### src/common/pmp_pkg.sv
// holds constants and carrier types for the phone mcu port pin logic
// assumes a single 250 MHz clock and synchronous pin inputs
package pmp_pkg;
   // ************************************
   // widths
   // ************************************
   localparam int WAKE_W    = 8;
   localparam int NIB_W     = 8;
   localparam int NIB_GRP   = 4;
   localparam int NIB_CNT   = NIB_W / NIB_GRP;
   localparam int MIX_W     = 8;
   // ************************************
   // mixed-port bit positions
   // ************************************
   localparam int POS_FALL_A  = 0;
   localparam int POS_AUDIO   = 1;
   localparam int POS_OD_A    = 2;
   localparam int POS_OD_B    = 3;
   localparam int POS_FALL_B  = 5;
   localparam int POS_RISE    = 7;
   // ************************************
   // reset values
   // ************************************
   localparam logic [7:0] RST_BYTE = 8'h00;
   localparam logic       RST_BIT  = 1'b0;

   typedef struct packed {
      logic [7:0] dirOut;   // 1 = pin drives
      logic [7:0] outVal;
      logic [7:0] pullEn;
   } pmp_cfg_t;

   typedef struct packed {
      logic [7:0] outVal;
      logic [7:0] outEn_b;  // low while driving
      logic [7:0] pullOn;
   } pmp_pad_t;

   typedef enum logic [2:0] {
      PWR_RUN   = 3'b001,
      PWR_IDLE  = 3'b010,
      PWR_DOWN  = 3'b100
   } pmp_pwr_t;
endpackage

### src/logic/pmp_edge_det.sv
// holds one synchronise-and-compare edge detector
// assumes input already past the schmitt receiver
module pmp_edge_det
   import pmp_pkg::*;
#(
   parameter bit RISING = 1'b0
) (
   input  wire logic clk,
   input  wire logic rstSync_b,
   input  wire logic pinIn,
   output logic      edgeSeen
);
   typedef struct packed {
      logic s1;
      logic s2;
      logic prev;
      logic [2:0] fill;
   } pmp_edge_st_t;

   pmp_edge_st_t st_r;
   pmp_edge_st_t st_nxt;

   always_comb begin
      st_nxt      = st_r;
      st_nxt.s1   = pinIn;
      st_nxt.s2   = st_r.s1;
      st_nxt.prev = st_r.s2;
      st_nxt.fill = {st_r.fill[1:0], 1'b1};
   end

   always_ff @(posedge clk or negedge rstSync_b) begin
      if (!rstSync_b) begin
         st_r <= '{s1: 1'b1 ^ RISING, s2: 1'b1 ^ RISING, prev: 1'b1 ^ RISING, fill: 3'h0};
      end else begin
         st_r <= st_nxt;
      end
   end

   // compare synced sample to the previous one, s1 not looked at
   // pin idle level is unknown at reset: no edge until prev holds a real sample
   assign edgeSeen = st_r.fill[2] & (RISING ? (st_r.s2 & ~st_r.prev) : (~st_r.s2 & st_r.prev));
endmodule

### src/logic/pmp_port_pins.sv
// holds the pin logic of the wake, mixed and nibble-pullup ports
// assumes synchronous pin inputs and an outside core holding cfg bits
// What this block does
// - each wake port pin set as input optionally wakes power-down on a fall
// - software sets direction; push-pull out, schmitt in
// - per-pin pull-high on wake and mixed ports, none on the two open-drain lines
// - nibble port pull-high per four-pin nibble
// - enabled interrupt on two falls, one rise
// - pin-edge interrupt wakes device from idle
// - two open-drain lines only pull low
// - audio pin may carry dac output instead
module pmp_port_pins
   import pmp_pkg::*;
(
   input  wire logic               clk,
   input  wire logic               rst_b,
   // wake-capable port
   input  wire pmp_pkg::pmp_cfg_t  wakeCfg,
   input  wire logic [7:0]         wakeOptEn,
   input  wire logic [7:0]         wake_capable_port_pins_in,
   output pmp_pkg::pmp_pad_t       wakePad,
   output logic [7:0]              wakeRdData,
   // mixed port
   input  wire pmp_pkg::pmp_cfg_t  mixCfg,
   input  wire logic               audioSel,
   input  wire logic               audioDacBit,
   input  wire logic [7:0]         mixPinsIn,
   output pmp_pkg::pmp_pad_t       mixPad,
   output logic [7:0]              mixRdData,
   // nibble-pullup port
   input  wire pmp_pkg::pmp_cfg_t  nibCfg,
   input  wire logic [1:0]         nibPullOpt,
   input  wire logic [7:0]         nibble_pullup_port_pins_in,
   output pmp_pkg::pmp_pad_t       nibPad,
   output logic [7:0]              nibRdData,
   // interrupt and power
   input  wire logic               mfIntEn,
   input  wire logic               mfIntClr,
   input  wire logic               enterIdle,
   input  wire logic               enterDown,
   output logic                    mfIntReq,
   output logic                    wakeUp,
   output pmp_pkg::pmp_pwr_t       pwrState
);
   // ************************************
   // reset release
   // ************************************
   logic rstMeta_r;
   logic rstSync_b;

   always_ff @(posedge clk or negedge rst_b) begin
      if (!rst_b) begin
         rstMeta_r <= 1'b0;
         rstSync_b <= 1'b0;
      end else begin
         rstMeta_r <= 1'b1;
         rstSync_b <= rstMeta_r;
      end
   end

   // ************************************
   // elaboration checks
   // ************************************
   // ports are fixed at one byte, so the package widths must agree
   if (WAKE_W != 8 || MIX_W != 8 || NIB_W != 8) begin : gWidthCheck
      $error("pin port width must be eight");
   end
   // two option bits, so exactly two four-pin groups
   if (NIB_GRP * NIB_CNT != NIB_W || NIB_CNT != 2) begin : gNibCheck
      $error("nibble pull option needs two groups of four");
   end

   // ************************************
   // state
   // ************************************
   typedef struct packed {
      pmp_pad_t   wake;
      pmp_pad_t   mix;
      pmp_pad_t   nib;
      logic [7:0] wakeRd;
      logic [7:0] mixRd;
      logic [7:0] nibRd;
      logic [7:0] wakePrev;
      logic       intReq;
      logic       wakePulse;
      pmp_pwr_t   pwr;
   } pmp_state_t;

   pmp_state_t st_r;
   pmp_state_t st_nxt;

   // ************************************
   // edge detectors
   // ************************************
   logic fallA;
   logic fallB;
   logic riseC;

   pmp_edge_det #(.RISING(1'b0)) uFallA (
      .clk       (clk),
      .rstSync_b (rstSync_b),
      .pinIn     (mixPinsIn[POS_FALL_A]),
      .edgeSeen  (fallA)
   );
   pmp_edge_det #(.RISING(1'b0)) uFallB (
      .clk       (clk),
      .rstSync_b (rstSync_b),
      .pinIn     (mixPinsIn[POS_FALL_B]),
      .edgeSeen  (fallB)
   );
   pmp_edge_det #(.RISING(1'b1)) uRise (
      .clk       (clk),
      .rstSync_b (rstSync_b),
      .pinIn     (mixPinsIn[POS_RISE]),
      .edgeSeen  (riseC)
   );

   // ************************************
   // pad helpers
   // ************************************
   // push-pull pad drive from direction and value
   function automatic pmp_pad_t drivePad(input pmp_cfg_t c, input logic [7:0] pull);
      pmp_pad_t p;
      p.outVal  = c.outVal;
      p.outEn_b = ~c.dirOut;
      p.pullOn  = pull & ~c.dirOut;  // pull only matters on inputs
      return p;
   endfunction

   // input view: driven pins read back the latch, others the schmitt input
   function automatic logic [7:0] readPins(input pmp_cfg_t c, input logic [7:0] pins);
      return (c.dirOut & c.outVal) | (~c.dirOut & pins);
   endfunction

   // ************************************
   // next state
   // ************************************
   logic pinEvent;
   logic [7:0] wakeFall;

   always_comb begin
      st_nxt = st_r;
      st_nxt.wake = drivePad(wakeCfg, wakeCfg.pullEn);
      st_nxt.mix  = drivePad(mixCfg, mixCfg.pullEn);
      // one option bit per nibble
      st_nxt.nib  = drivePad(nibCfg, {{NIB_GRP{nibPullOpt[1]}}, {NIB_GRP{nibPullOpt[0]}}});
      // open-drain: low or released, never high, no pull
      st_nxt.mix.outVal[POS_OD_A]  = 1'b0;
      st_nxt.mix.outVal[POS_OD_B]  = 1'b0;
      st_nxt.mix.outEn_b[POS_OD_A] = mixCfg.outVal[POS_OD_A];
      st_nxt.mix.outEn_b[POS_OD_B] = mixCfg.outVal[POS_OD_B];
      st_nxt.mix.pullOn[POS_OD_A]  = 1'b0;
      st_nxt.mix.pullOn[POS_OD_B]  = 1'b0;
      // dac stream overrides the port bit
      if (audioSel) begin
         st_nxt.mix.outVal[POS_AUDIO]  = audioDacBit;
         st_nxt.mix.outEn_b[POS_AUDIO] = 1'b0;
         st_nxt.mix.pullOn[POS_AUDIO]  = 1'b0;
      end
      st_nxt.wakeRd = readPins(wakeCfg, wake_capable_port_pins_in);
      st_nxt.mixRd  = readPins(mixCfg, mixPinsIn);
      // output-only lines read their latch, not the wire
      st_nxt.mixRd[POS_OD_A] = mixCfg.outVal[POS_OD_A];
      st_nxt.mixRd[POS_OD_B] = mixCfg.outVal[POS_OD_B];
      st_nxt.nibRd  = readPins(nibCfg, nibble_pullup_port_pins_in);
      st_nxt.wakePrev = wake_capable_port_pins_in;
      // set wins over clear
      pinEvent = mfIntEn & (fallA | fallB | riseC);
      if (pinEvent) begin
         st_nxt.intReq = 1'b1;
      end else if (mfIntClr) begin
         st_nxt.intReq = 1'b0;
      end
      wakeFall = st_r.wakePrev & ~wake_capable_port_pins_in & wakeOptEn & ~wakeCfg.dirOut;
      st_nxt.wakePulse = 1'b0;
      case (st_r.pwr)
         PWR_RUN: begin
            if (enterDown) begin
               st_nxt.pwr = PWR_DOWN;
            end else if (enterIdle) begin
               st_nxt.pwr = PWR_IDLE;
            end
         end
         PWR_IDLE: begin
            if (pinEvent) begin
               st_nxt.pwr       = PWR_RUN;
               st_nxt.wakePulse = 1'b1;
            end
         end
         PWR_DOWN: begin
            if (|wakeFall) begin
               st_nxt.pwr       = PWR_RUN;
               st_nxt.wakePulse = 1'b1;
            end
         end
         default: begin
            st_nxt.pwr = PWR_RUN;
         end
      endcase
   end

   always_ff @(posedge clk or negedge rstSync_b) begin
      if (!rstSync_b) begin
         st_r.wake     <= '{outVal: RST_BYTE, outEn_b: ~RST_BYTE, pullOn: RST_BYTE};
         st_r.mix      <= '{outVal: RST_BYTE, outEn_b: ~RST_BYTE, pullOn: RST_BYTE};
         st_r.nib      <= '{outVal: RST_BYTE, outEn_b: ~RST_BYTE, pullOn: RST_BYTE};
         st_r.wakeRd   <= RST_BYTE;
         st_r.mixRd    <= RST_BYTE;
         st_r.nibRd    <= RST_BYTE;
         st_r.wakePrev <= ~RST_BYTE;
         st_r.intReq   <= RST_BIT;
         st_r.wakePulse <= RST_BIT;
         st_r.pwr      <= PWR_RUN;
      end else begin
         st_r <= st_nxt;
      end
   end

   // ************************************
   // outputs
   // ************************************
   assign wakePad    = st_r.wake;
   assign mixPad     = st_r.mix;
   assign nibPad     = st_r.nib;
   assign wakeRdData = st_r.wakeRd;
   assign mixRdData  = st_r.mixRd;
   assign nibRdData  = st_r.nibRd;
   assign mfIntReq   = st_r.intReq;
   assign wakeUp     = st_r.wakePulse;
   assign pwrState   = st_r.pwr;
endmodule

### config.mk
export PLATFORM = sky130hd
export DESIGN_NAME = pmp_port_pins
export DESIGN_NICKNAME = d
export VERILOG_FILES = /design/src/common/pmp_pkg.sv /design/src/logic/pmp_edge_det.sv /design/src/logic/pmp_port_pins.sv
export SDC_FILE = /design/constraint.sdc
export NUM_CORES = 1
export LEC_CHECK = 0
export ABC_AREA = 1
export BUFFER_PORTS_ARGS = -buffer_cell sky130_fd_sc_hd__buf_2
export CAP_MARGIN = 0
export CELL_PAD_IN_SITES_DETAIL_PLACEMENT = 0
export CELL_PAD_IN_SITES_GLOBAL_PLACEMENT = 1
export CORE_MARGIN = 5
export CORE_UTILIZATION = 30
export CTS_BUF_LIST = sky130_fd_sc_hd__clkbuf_8
export CTS_CLUSTER_DIAMETER = 100
export DETAILED_ROUTE_END_ITERATION = 7
export PLACE_DENSITY_LB_ADDON = 0.08
export SETUP_SLACK_MARGIN = 0.4
export SLEW_MARGIN = 30
export SYNTH_ARGS = -nofsm -noshare
export SYNTH_HDL_FRONTEND = slang
export SYNTH_SLANG_ARGS = --single-unit
### constraint.sdc
create_clock -name clk -period 3.9 [get_ports clk]
set_input_delay 0.78 -clock clk [delete_from_list [all_inputs] [get_ports clk]]
set_output_delay 0.78 -clock clk [all_outputs]
set_load 0.01 [all_outputs]
==> out/qor.txt, run 1 <==
total net switching power: 679 µW
placeable core region: 15000 µm²
final worst-path cycle share: 49.0%
utilization after layout: 36.3%
final setup margin: 1.99 ns
DRC violation count after routing: 0
post-DR wirelength/cell: 12.6 µm
clock network fraction of total power: 38.5%
routed via count: 2736
startpoint class of the critical path: flip-flop
PostCTS Resize Cnt: 0
average vias per placed instance: 3.72
post-synthesis cell count: 411
number of design-rule violations left by the first detailed-router iteration: 84
cell taking the most area after synthesis: dfrtp_1
number of levels the H-tree was split into: 4
footprint of the multi-input gates: 593 µm²
endpoint class of the critical path: output pin
total number of nets in the final design: 648
number of buffer and inverter stages on the critical path: 1
number of hold-repair buffers added at the cts stage: 0
clock root buffer: clkbuf_8
sum of negative setup slack: 0 ns
number of enable-type register cells in the synthesized netlist: 0
fraction of layout cells with a size suffix above 1: 50.3%
clock buffer depth: 2
number of global-route vias before repair: 2964
arrival time worst endpoint: 1.13 ns
Worst Path Required: 3.12 ns
clock tree skew after final layout: 0.00584 ns
Tightest Hold Check Type: in2async
Clock transition at path regs: 0.06 ns
top achievable clock speed: 523 MHz
shortest clock period the worst path allows after layout: 1.91 ns
Flop pwr share: 50.3%
number of setup violations in the final report: 0
remaining global-route overflow: 0
areal power density over the cells: 500 nW/µm²
total count of hold-check failures in the final report: 0
register bit total from synthesis: 119
CP top delay family: flip-flops
TritonCTS clock tree: done
slowest stage cell, crit path: dfstp_2
result of the run: completed
global-route wire length before repair: 14800 µm
global placer's final weighted congestion: 0.722
Unique masters post-synth: 19
clock sink total: 119
synth-to-layout area growth: 20.1%
Synth top area share: 44.0%
GRT Overall Usage: 10.9%
starting utilization of the core area: 30.2%
Ys Warns: 0
clock network latency to the later pin of the worst-skew pair: 0.42 ns
wire length reported by the detailed router: 9240 µm
number of placement rows: 45
WHS: 0.138 ns
dominant synthesized flop cell: dfrtp_1
chip width: 133 µm
residual antenna-violating net count after detailed routing: 0
number of antenna violations at the first check in global routing: 0
maximum number of pins on one net before global-route repair: 45
synthesized area: 4550 µm²
syn avg cell area: 11.1 µm²
maximum vdd ir drop: 197 µV
kind of critical path: reg2out
fill cell count: 1580
most numerous cell in the Yosys netlist: buf_4
switching fraction of total power: 24.9%
Total Die Area: 17700 µm²
detailed-placement wirelength estimate: 7160 µm
FFs w/ async S/R, synth: 100%
pre-CTS WS: 2.24 ns
Internal: 2.05 mW
number of top-level pins: 215
clock buffers created by TritonCTS: 17
delay of the slowest cell on the worst path: 0.57 ns
number of max-slew violations in the final report: 0
top fanout value on the critical path: 5
list of cells traversed by the critical path: buf_2
number of post-CTS setup repair buffers: 0
Max Cap Viol: 0
fraction of the yosys area taken by sequential cells: 66.6%
first drt pass iteration count: 4
port bufs: 196
cell leakage power: 3.04 nW
Post-synth top cells: buf_4, dfrtp_1, nand2_1
DIE HEIGHT: 133 µm
power share of the combinational group: 11.2%
setup repair after global routing missed its margin: no
register area: 3030 µm²
synth top area cells: dfrtp_1, dfstp_2, buf_4
[area by class of cell]
class,instances,share of cell area [%]
clock inverters,13,2.11
well taps,188,4.31
repair buffers,199,18.7
diodes,1,0.0458
clock buffers,19,4.79
flip-flops and latches,119,55.5
inverters,53,3.64
multi-input cells,144,10.9
[path summary, 6_finish.rpt]
check | start | end | slack (ns) | cells past startpoint
min in group clk | uRise.st_nxt[2]$_DFF_PN0_ | uFallA.st_r[2]$_DFF_PN0_ | 0.35 | 0
worst max register to register | rstSync_b$_DFF_PN0_ | wakePad[15]$_DFF_PN1_ | 2.69 | 2
worst min-delay path | rst_b | rstSync_b$_DFF_PN0_ | 0.14 | 1
worst max-delay path | pwrState[0]$_DFFE_PN1P_ | pwrState[0] | 1.99 | 1
worst min register to register | rstSync_b$_DFF_PN0_ | mixRdData[0]$_DFF_PN0_ | 0.28 | 0
max in group asynchronous | rstSync_b$_DFF_PN0_ | wakePad[15]$_DFF_PN1_ | 2.69 | 2
[placed cells by master, fill, tap and decap left out, types with 2 or more instances in the layout]
cell	instances
a21oi_1	2
buf_2	196
buf_4	2
bufinv_16	2
clkbuf_8	19
clkinv_2	5
clkinvlp_4	2
conb_1	6
dfrtp_1	79
dfstp_2	39
inv_1	56
nand2_1	68
nand2_2	2
nand3_1	7
nor2_1	48
nor2_2	3
o21ai_0	2
[through the flow]
stage | instance area [µm²] | instances | power (mW)
3_5_place_dp | 5080 | 703 | 1.71
2_1_floorplan | 4560 | 415 | 1.63
5_1_grt | 5460 | 735 | 2.90
6_report | 5460 | 736 | 2.73
3_3_place_gp | 5050 | 702 | 1.70
4_1_cts | 5460 | 735 | 2.80
[metal layers]
layer  part of all wire (%)  wire length (µm)  track usage (%)
met5                      0                 0                0
met4                    1.8               162             5.31
met3                     12              1080             6.53
met2                     47              4370             16.5
met1                     39              3630             12.3
[power by group through the flow]
stage | Clock [mW] | Combinational [mW] | Sequential (mW)
floorplan | 0 | 0.230 | 1.40
global placement | 0 | 0.301 | 1.40
detailed placement | 0 | 0.314 | 1.40
CTS | 1.11 | 0.315 | 1.38
global route | 1.17 | 0.346 | 1.38
finish | 1.05 | 0.306 | 1.37
[state kept, by name, summed over array words and instances (netlist names), 2 cells and up]
register / flops
uFallA.st_r: 2
uRise.st_nxt: 3
mixPad: 20
nibRdData: 8
wakeRdData: 8
st_r: 8
uFallA.st_nxt: 3
wakePad: 24
nibPad: 24
mixRdData: 8
uFallB.st_nxt: 2
pwrState: 3
[logic make-up (layout without fill, tap and decap cells)]
| family | count (synthesis) | in the layout | share of synthesized area [%] |
|---|---|---|---|
| DFF | 119 | 119 | 66.6 |
| buffers and inverters | 152 | 284 | 20.7 |
| AOI/OAI and AO/OA | 4 | 4 | 0.440 |
| and+or+nand+nor | 134 | 134 | 12.1 |
| other | 2 | 7 | 0.165 |
Note: power is estimated with default switching activity, not from simulation.
==> run 2: changes to the inputs <==
==> constraint.sdc (replaced) <==
create_clock -name clk -period 1.7 [get_ports clk]
set_input_delay 0.34 -clock clk [delete_from_list [all_inputs] [get_ports clk]]
set_output_delay 0.34 -clock clk [all_outputs]
set_load 0.01 [all_outputs]
==> run 2 against run 1 <==
Compared with the run above: worst setup slack got worse by 1.7 ns; first-iteration DRC count increased by 6.0%; hold slack got worse by 0.080 ns; die area unchanged; routed wire length increased by 1.3%; total power increased by 150%.
==> out/qor.txt, run 2 (synthesis results as in run 1) <==
GRT Overall Usage: 11.1% (was 10.9%)
clock buffer depth: 2 (unchanged)
synth-to-layout area growth: 36.0% (was 20.1%)
slowest stage cell, crit path: dfstp_2 (unchanged)
result of the run: completed (unchanged)
number of global-route vias before repair: 3111 (was 2964)
final setup margin: 0.295 ns (was 1.99 ns)
clock sink total: 119 (unchanged)
first drt pass iteration count: 4 (unchanged)
Max Cap Viol: 0 (unchanged)
most frequent cells in the layout: buf_2, dfrtp_1, nand2_1 (unchanged)
utilization after layout: 41.1% (was 36.3%)
top achievable clock speed: 712 MHz
detailed-placement wirelength estimate: 7000 µm (was 7160 µm)
global-route wire length before repair: 15200 µm (was 14800 µm)
number of placement rows: 45 (unchanged)
fraction of layout cells with a size suffix above 1: 48.7% (was 50.3%)
post-DR wirelength/cell: 12.1 µm (was 12.6 µm)
register area: 3030 µm² (unchanged)
fill cell count: 1484 (was 1580)
remaining global-route overflow: 0 (unchanged)
number of antenna violations at the first check in global routing: 0 (unchanged)
endpoint class of the critical path: output pin (unchanged)
clock buffers created by TritonCTS: 17 (unchanged)
post-layout instance count excluding filler cells: 774 (was 736)
Worst Setup SP: pwrState[0]$_DFFE_PN1P_ (unchanged)
wire length reported by the detailed router: 9360 µm (was 9240 µm)
Clock transition at path regs: 0.07 ns (was 0.06 ns)
global placer's final weighted congestion: 0.689 (was 0.722)
final worst-path cycle share: 82.6%
Tightest Hold Check Type: in2reg (was in2async)
pre-CTS WS: 0.515 ns (was 2.24 ns)
TritonCTS clock tree: done (unchanged)
setup repair after global routing missed its margin: yes (was no)
cell leakage power: 3.30 nW (was 3.04 nW)
number of max-slew violations in the final report: 0 (unchanged)
arrival time worst endpoint: 1.06 ns (was 1.13 ns)
starting utilization of the core area: 30.2% (unchanged)
clock root buffer: clkbuf_8 (unchanged)
sum of negative setup slack: 0 ns (unchanged)
footprint of the multi-input gates: 606 µm² (was 593 µm²)
average vias per placed instance: 3.70 (was 3.72)
DIE HEIGHT: 133 µm (unchanged)
placeable core region: 15000 µm² (unchanged)
CP top delay family: flip-flops (unchanged)
clock tree skew after final layout: 0.00791 ns (was 0.00584 ns)
number of setup violations in the final report: 0 (unchanged)
clock network latency to the later pin of the worst-skew pair: 0.42 ns (about the same)
number of levels the H-tree was split into: 4 (unchanged)
residual antenna-violating net count after detailed routing: 0 (unchanged)
# placed instances: 703 (unchanged)
number of design-rule violations left by the first detailed-router iteration: 89 (was 84)
chip width: 133 µm (unchanged)
shortest clock period the worst path allows after layout: 1.40 ns
kind of critical path: reg2out (unchanged)
number of top-level pins: 215 (unchanged)
top fanout value on the critical path: 2 (was 5)
total number of nets in the final design: 686 (was 648)
port bufs: 196 (unchanged)
source of the worst hold timing path: mixCfg[22]
total count of hold-check failures in the final report: 0 (unchanged)
routed via count: 2866 (was 2736)
leading cell type in the layout, fill and taps excluded: buf_2 (unchanged)
list of cells traversed by the critical path: buf_6 (was buf_2)
Worst Path Required: 1.36 ns (was 3.12 ns)
Total Die Area: 17700 µm² (unchanged)
startpoint class of the critical path: flip-flop (unchanged)
delay of the slowest cell on the worst path: 0.54 ns (was 0.57 ns)
maximum vdd ir drop: 506 µV (was 197 µV)
maximum number of pins on one net before global-route repair: 64 (was 45)
DRC violation count after routing: 0 (unchanged)
areal power density over the cells: 1090 nW/µm² (was 500 nW/µm²)
worst reg2reg startpoint: pwrState[2]$_DFFE_PN0P_ (was rstSync_b$_DFF_PN0_)
number of buffer and inverter stages on the critical path: 1 (unchanged)
-- run 2: cell count changes in the layout (fill, tap and decap cells not counted), sizes merged --
cell | previous run | this run
inv | 57 | 55
clkinvlp | 2 | 3
bufinv | 2 | 3
buf | 199 | 202
dlygate4sd3 | 0 | 35
-- run 2: through the flow --
step                      instance area, µm²  hold WS (ns)  power (mW)
after global placement                  5070         0.127        3.92
after CTS                               6110       0.00845        6.86
after floorplan                         4570        0.0444        3.75
after global routing                    6180       0.00527        7.12
after detailed placement                5070         0.128        3.93
final                                   6180        0.0581        6.74
-- run 2: path summary, 6_finish.rpt --
path                       cells past startpoint                 endpoint  slack (ns)
setup / recovery                               1              pwrState[0]        0.30
max in group asynchronous                      1      mixPad[8]$_DFF_PN1_        0.76
setup reg to reg                               7  pwrState[1]$_DFFE_PN0P_        0.53
min in group asynchronous                      2      rstSync_b$_DFF_PN0_        0.25
hold reg to reg                                0    wakePad[22]$_DFF_PN0_        0.25
hold / removal                                 2     mixPad[14]$_DFF_PN1_        0.06
-- run 2: report_power, final --
part | internal [mW] | switching [mW]
registers | 3.07 | 0.0847
logic | 0.492 | 0.458
clock network | 1.52 | 1.12
-- run 2: final cells by class --
type | count | area share (%)
Multi-Input combinational cell | 144 | 9.79
Inverter | 53 | 3.22
Antenna cell | 1 | 0.0405
Timing Repair Buffer | 237 | 27.4
Clock inverter | 13 | 2.49
Tap cell | 188 | 3.80
Sequential cell | 119 | 49.0
Clock buffer | 19 | 4.23
-- run 2: timing repair --
| item | CTS | global route |
|---|---|---|
| pin swaps | 0 | 2 |
| endpoints found under the hold margin | 38 | 0 |
| resized for setup | 42 | 16 |
| hold buffers | 35 | 0 |
| buffers inserted | 3 | 0 |
| setup endpoints to repair | 94 | 98 |
-- run 2: layer usage --
metal	GRT usage (%)	routed length [µm]	share of wire, %
met5	0	0	0
met4	4.63	137	1.5
met3	6.95	1160	12
met2	16.9	4320	46
met1	12.6	3740	40
==> run 3: changes to the inputs <==
--- a/config.mk
+++ b/config.mk
@@ -5,7 +5,7 @@
 export SDC_FILE = /design/constraint.sdc
 export NUM_CORES = 1
 export LEC_CHECK = 0
-export ABC_AREA = 1
+export ABC_AREA = 0
 export BUFFER_PORTS_ARGS = -buffer_cell sky130_fd_sc_hd__buf_2
 export CAP_MARGIN = 0
 export CELL_PAD_IN_SITES_DETAIL_PLACEMENT = 0
==> constraint.sdc (replaced) <==
create_clock -name clk -period 1.36 [get_ports clk]
set_input_delay 0.272 -clock clk [delete_from_list [all_inputs] [get_ports clk]]
set_output_delay 0.272 -clock clk [all_outputs]
set_load 0.01 [all_outputs]
==> run 3 against run 2 <==
Compared with the run above: worst setup slack lost 0.28 ns; sequential share of layout area fell by 2.8 points; final area grew 6.2%; clock power up 14%; global-route usage is 0.18 points lower; synthesized cell count fell by 22%; critical path type is now reg2reg; largest power group unchanged; highest routed layer unchanged.
==> out/qor.txt, run 3 <==
Post-synth top cells: buf_4, dfrtp_1, dfstp_2 (was buf_4, dfrtp_1, nand2_1)
dominant synthesized flop cell: dfrtp_1 (unchanged)
maximum vdd ir drop: 499 µV (was 506 µV)
worst reg2reg startpoint: uFallB.st_nxt[3]$_DFF_PN1_ (was pwrState[2]$_DFFE_PN0P_)
capture point of the critical path: wakeUp$_DFF_PN0_ (was pwrState[0])
Worst Setup SP: uFallB.st_nxt[3]$_DFF_PN1_ (was pwrState[0]$_DFFE_PN1P_)
clock root buffer: clkbuf_8 (unchanged)
number of buffer and inverter stages on the critical path: 1 (unchanged)
maximum number of pins on one net before global-route repair: 43 (was 64)
areal power density over the cells: 1260 nW/µm² (was 1090 nW/µm²)
GRT Overall Usage: 10.9% (was 11.1%)
routed via count: 2670 (was 2866)
delay of the slowest cell on the worst path: 0.54 ns (about the same)
starting utilization of the core area: 30.8% (was 30.2%)
Max Cap Viol: 0 (unchanged)
Tightest Hold Check Type: in2reg (unchanged)
synth-to-layout area growth: 46.1% (was 36.0%)
Ys Warns: 0 (unchanged)
kind of critical path: reg2reg (was reg2out)
fraction of layout cells with a size suffix above 1: 62.0% (was 48.7%)
FFs w/ async S/R, synth: 100% (unchanged)
placeable core region: 14600 µm² (was 15000 µm²)
fraction of the yosys area taken by sequential cells: 67.4% (was 66.6%)
port bufs: 196 (unchanged)
clock tree skew after final layout: 0.00603 ns (was 0.00791 ns)
Total Die Area: 17500 µm² (was 17700 µm²)
startpoint class of the critical path: flip-flop (unchanged)
first drt pass iteration count: 4 (unchanged)
cell taking the most area after synthesis: dfrtp_1 (unchanged)
average vias per placed instance: 3.80 (was 3.70)
number of top-level pins: 215 (unchanged)
Worst Path Required: 1.67 ns (was 1.36 ns)
fill cell count: 1379 (was 1484)
TritonCTS clock tree: done (unchanged)
setup repair after global routing missed its margin: yes (unchanged)
number of placement rows: 44 (was 45)
logic depth of the worst path, buffers included: 5 (was 1)
wire length reported by the detailed router: 9180 µm (was 9360 µm)
remaining global-route overflow: 0 (unchanged)
synth top area cells: dfrtp_1, dfstp_2, buf_4 (unchanged)
number of max-slew violations in the final report: 0 (unchanged)
Synth top area share: 44.6% (was 44.0%)
DIE HEIGHT: 132 µm (was 133 µm)
sum of negative setup slack: 0 ns (unchanged)
number of setup violations in the final report: 0 (unchanged)
endpoint class of the critical path: flip-flop (was output pin)
number of levels the H-tree was split into: 4 (unchanged)
Unique masters post-synth: 22 (was 19)
total number of nets in the final design: 620 (was 686)
top achievable clock speed: 742 MHz
clock sink total: 119 (unchanged)
global placer's final weighted congestion: 0.691 (was 0.689)
number of design-rule violations left by the first detailed-router iteration: 68 (was 89)
most numerous cell in the Yosys netlist: buf_4 (unchanged)
most frequent cells in the layout: buf_2, dfrtp_1, buf_6 (was buf_2, dfrtp_1, nand2_1)
slowest stage cell, crit path: dfstp_2 (unchanged)
clock buffer depth: 2 (unchanged)
CP top delay family: flip-flops (unchanged)
clock network latency to the later pin of the worst-skew pair: 0.42 ns (about the same)
shortest clock period the worst path allows after layout: 1.35 ns
number of enable-type register cells in the synthesized netlist: 0 (unchanged)
number of global-route vias before repair: 2914 (was 3111)
synthesized area: 4490 µm² (was 4550 µm²)
syn avg cell area: 14.1 µm² (was 11.1 µm²)
leading cell type in the layout, fill and taps excluded: buf_2 (unchanged)
Reg2Reg Capture Point: wakeUp$_DFF_PN0_ (was pwrState[1]$_DFFE_PN0P_)
result of the run: completed (unchanged)
list of cells traversed by the critical path: nor2b_2 -> o311ai_2 -> buf_4 -> nor3b_2 -> a31o_1 (was buf_6)
global-route wire length before repair: 15000 µm (was 15200 µm)
number of antenna violations at the first check in global routing: 0 (unchanged)
register area: 3030 µm² (about the same)
number of antenna diodes: 0 (was 1)
residual antenna-violating net count after detailed routing: 0 (unchanged)
DRC violation count after routing: 0 (unchanged)
arrival time worst endpoint: 1.66 ns (was 1.06 ns)
chip width: 132 µm (was 133 µm)
post-DR wirelength/cell: 13.1 µm (was 12.1 µm)
footprint of the multi-input gates: 796 µm² (was 606 µm²)
cell leakage power: 3.22 nW (was 3.30 nW)
register bit total from synthesis: 119 (unchanged)
top fanout value on the critical path: 4 (was 2)
detailed-placement wirelength estimate: 6810 µm (was 7000 µm)
Clock transition at path regs: 0.06 ns (was 0.07 ns)
depth of the worst register-to-register path: 5 (was 7)
total count of hold-check failures in the final report: 0 (unchanged)
final worst-path cycle share: 99.0%
post-synthesis cell count: 319 (was 411)
clock buffers created by TritonCTS: 17 (unchanged)
worst reg-to-reg setup slack: 0.01 ns (was 0.53 ns)
WHS: 0.0438 ns (was 0.0581 ns)
-- run 3: cell count changes in the layout (fill, tap and decap cells not counted), sizes merged, moves of 3 or more --
cell,delta
nand2,-68
nor2,-47
inv,-30
nor2b,+24
mux2,+23
dlygate4sd3,+18
buf,+8
nand3,-7
nor4bb,+7
clkbuf,+3
-- run 3: final cells by class --
class / count / area share (%)
clock inverter: 10 / 1.18
sequential: 119 / 46.2
tap: 184 / 3.51
inverter: 23 / 1.32
multi-input combinational: 82 / 12.1
clock buffer: 22 / 4.61
timing repair buffer: 263 / 31.1
-- run 3: worst min-delay path by stage --
stage	from	end	cells past startpoint
after floorplan	rst_b	rstMeta_r$_DFF_PN0_	0
after global routing	wakeCfg[20]	wakePad[12]$_DFF_PN1_	2
after global placement	rst_b	rstMeta_r$_DFF_PN0_	1
after CTS	wakeCfg[20]	wakePad[12]$_DFF_PN1_	2
final	wakeCfg[20]	wakePad[12]$_DFF_PN1_	2
after detailed placement	rst_b	rstMeta_r$_DFF_PN0_	1
-- run 3: power breakdown --
group | switching (mW) | internal, mW
Combinational | 0.549 | 0.759
Clock | 1.34 | 1.66
Sequential | 0.0994 | 3.83
Total | 1.99 | 6.25
-- run 3: routing by layer --
layer	wire [µm]	vias to the layer above	part of all wire (%)	track usage [%]
li1	-	1275	-	-
met2	4400	124	48	16.6
met4	172	0	1.9	5.43
met1	3600	1261	39	12.6
met3	1010	10	11	5.76
met5	0	-	0	0
-- run 3: stage by stage --
stage | area (µm²) | utilization (%) | setup slack [ns] | instances | power, mW
after floorplan | 4620 | - | 0.0981 | 323 | 4.66
after global placement | 5200 | 35.7 | -0.0181 | 612 | 4.91
after detailed placement | 5200 | 35.7 | -0.0400 | 612 | 4.92
after CTS | 6430 | 44.1 | -0.0265 | 702 | 8.36
after global routing | 6560 | 45.0 | -0.0434 | 703 | 8.69
final | 6560 | 45.0 | 0.0130 | 703 | 8.24
-- run 3: repair_timing --
item,in CTS,in global routing
setup buffers,5,1
pin swaps,7,2
hold endpoints to repair,64,0
setup endpoints to repair,102,102
resized for setup,54,21
hold buffers,53,0
-- run 3: logic make-up (layout without fill, tap and decap cells) --
kind of cell           count (synthesis)  count (layout)  synth area share (%)
AOI/OAI and AO/OA                      7               7                  1.11
buffers and inverters                122             318                  18.5
and+or+nand+nor                       46              46                  7.13
DFF                                  119             119                  67.4
other                                  2               6                 0.167
muxes                                 23              23                  5.76
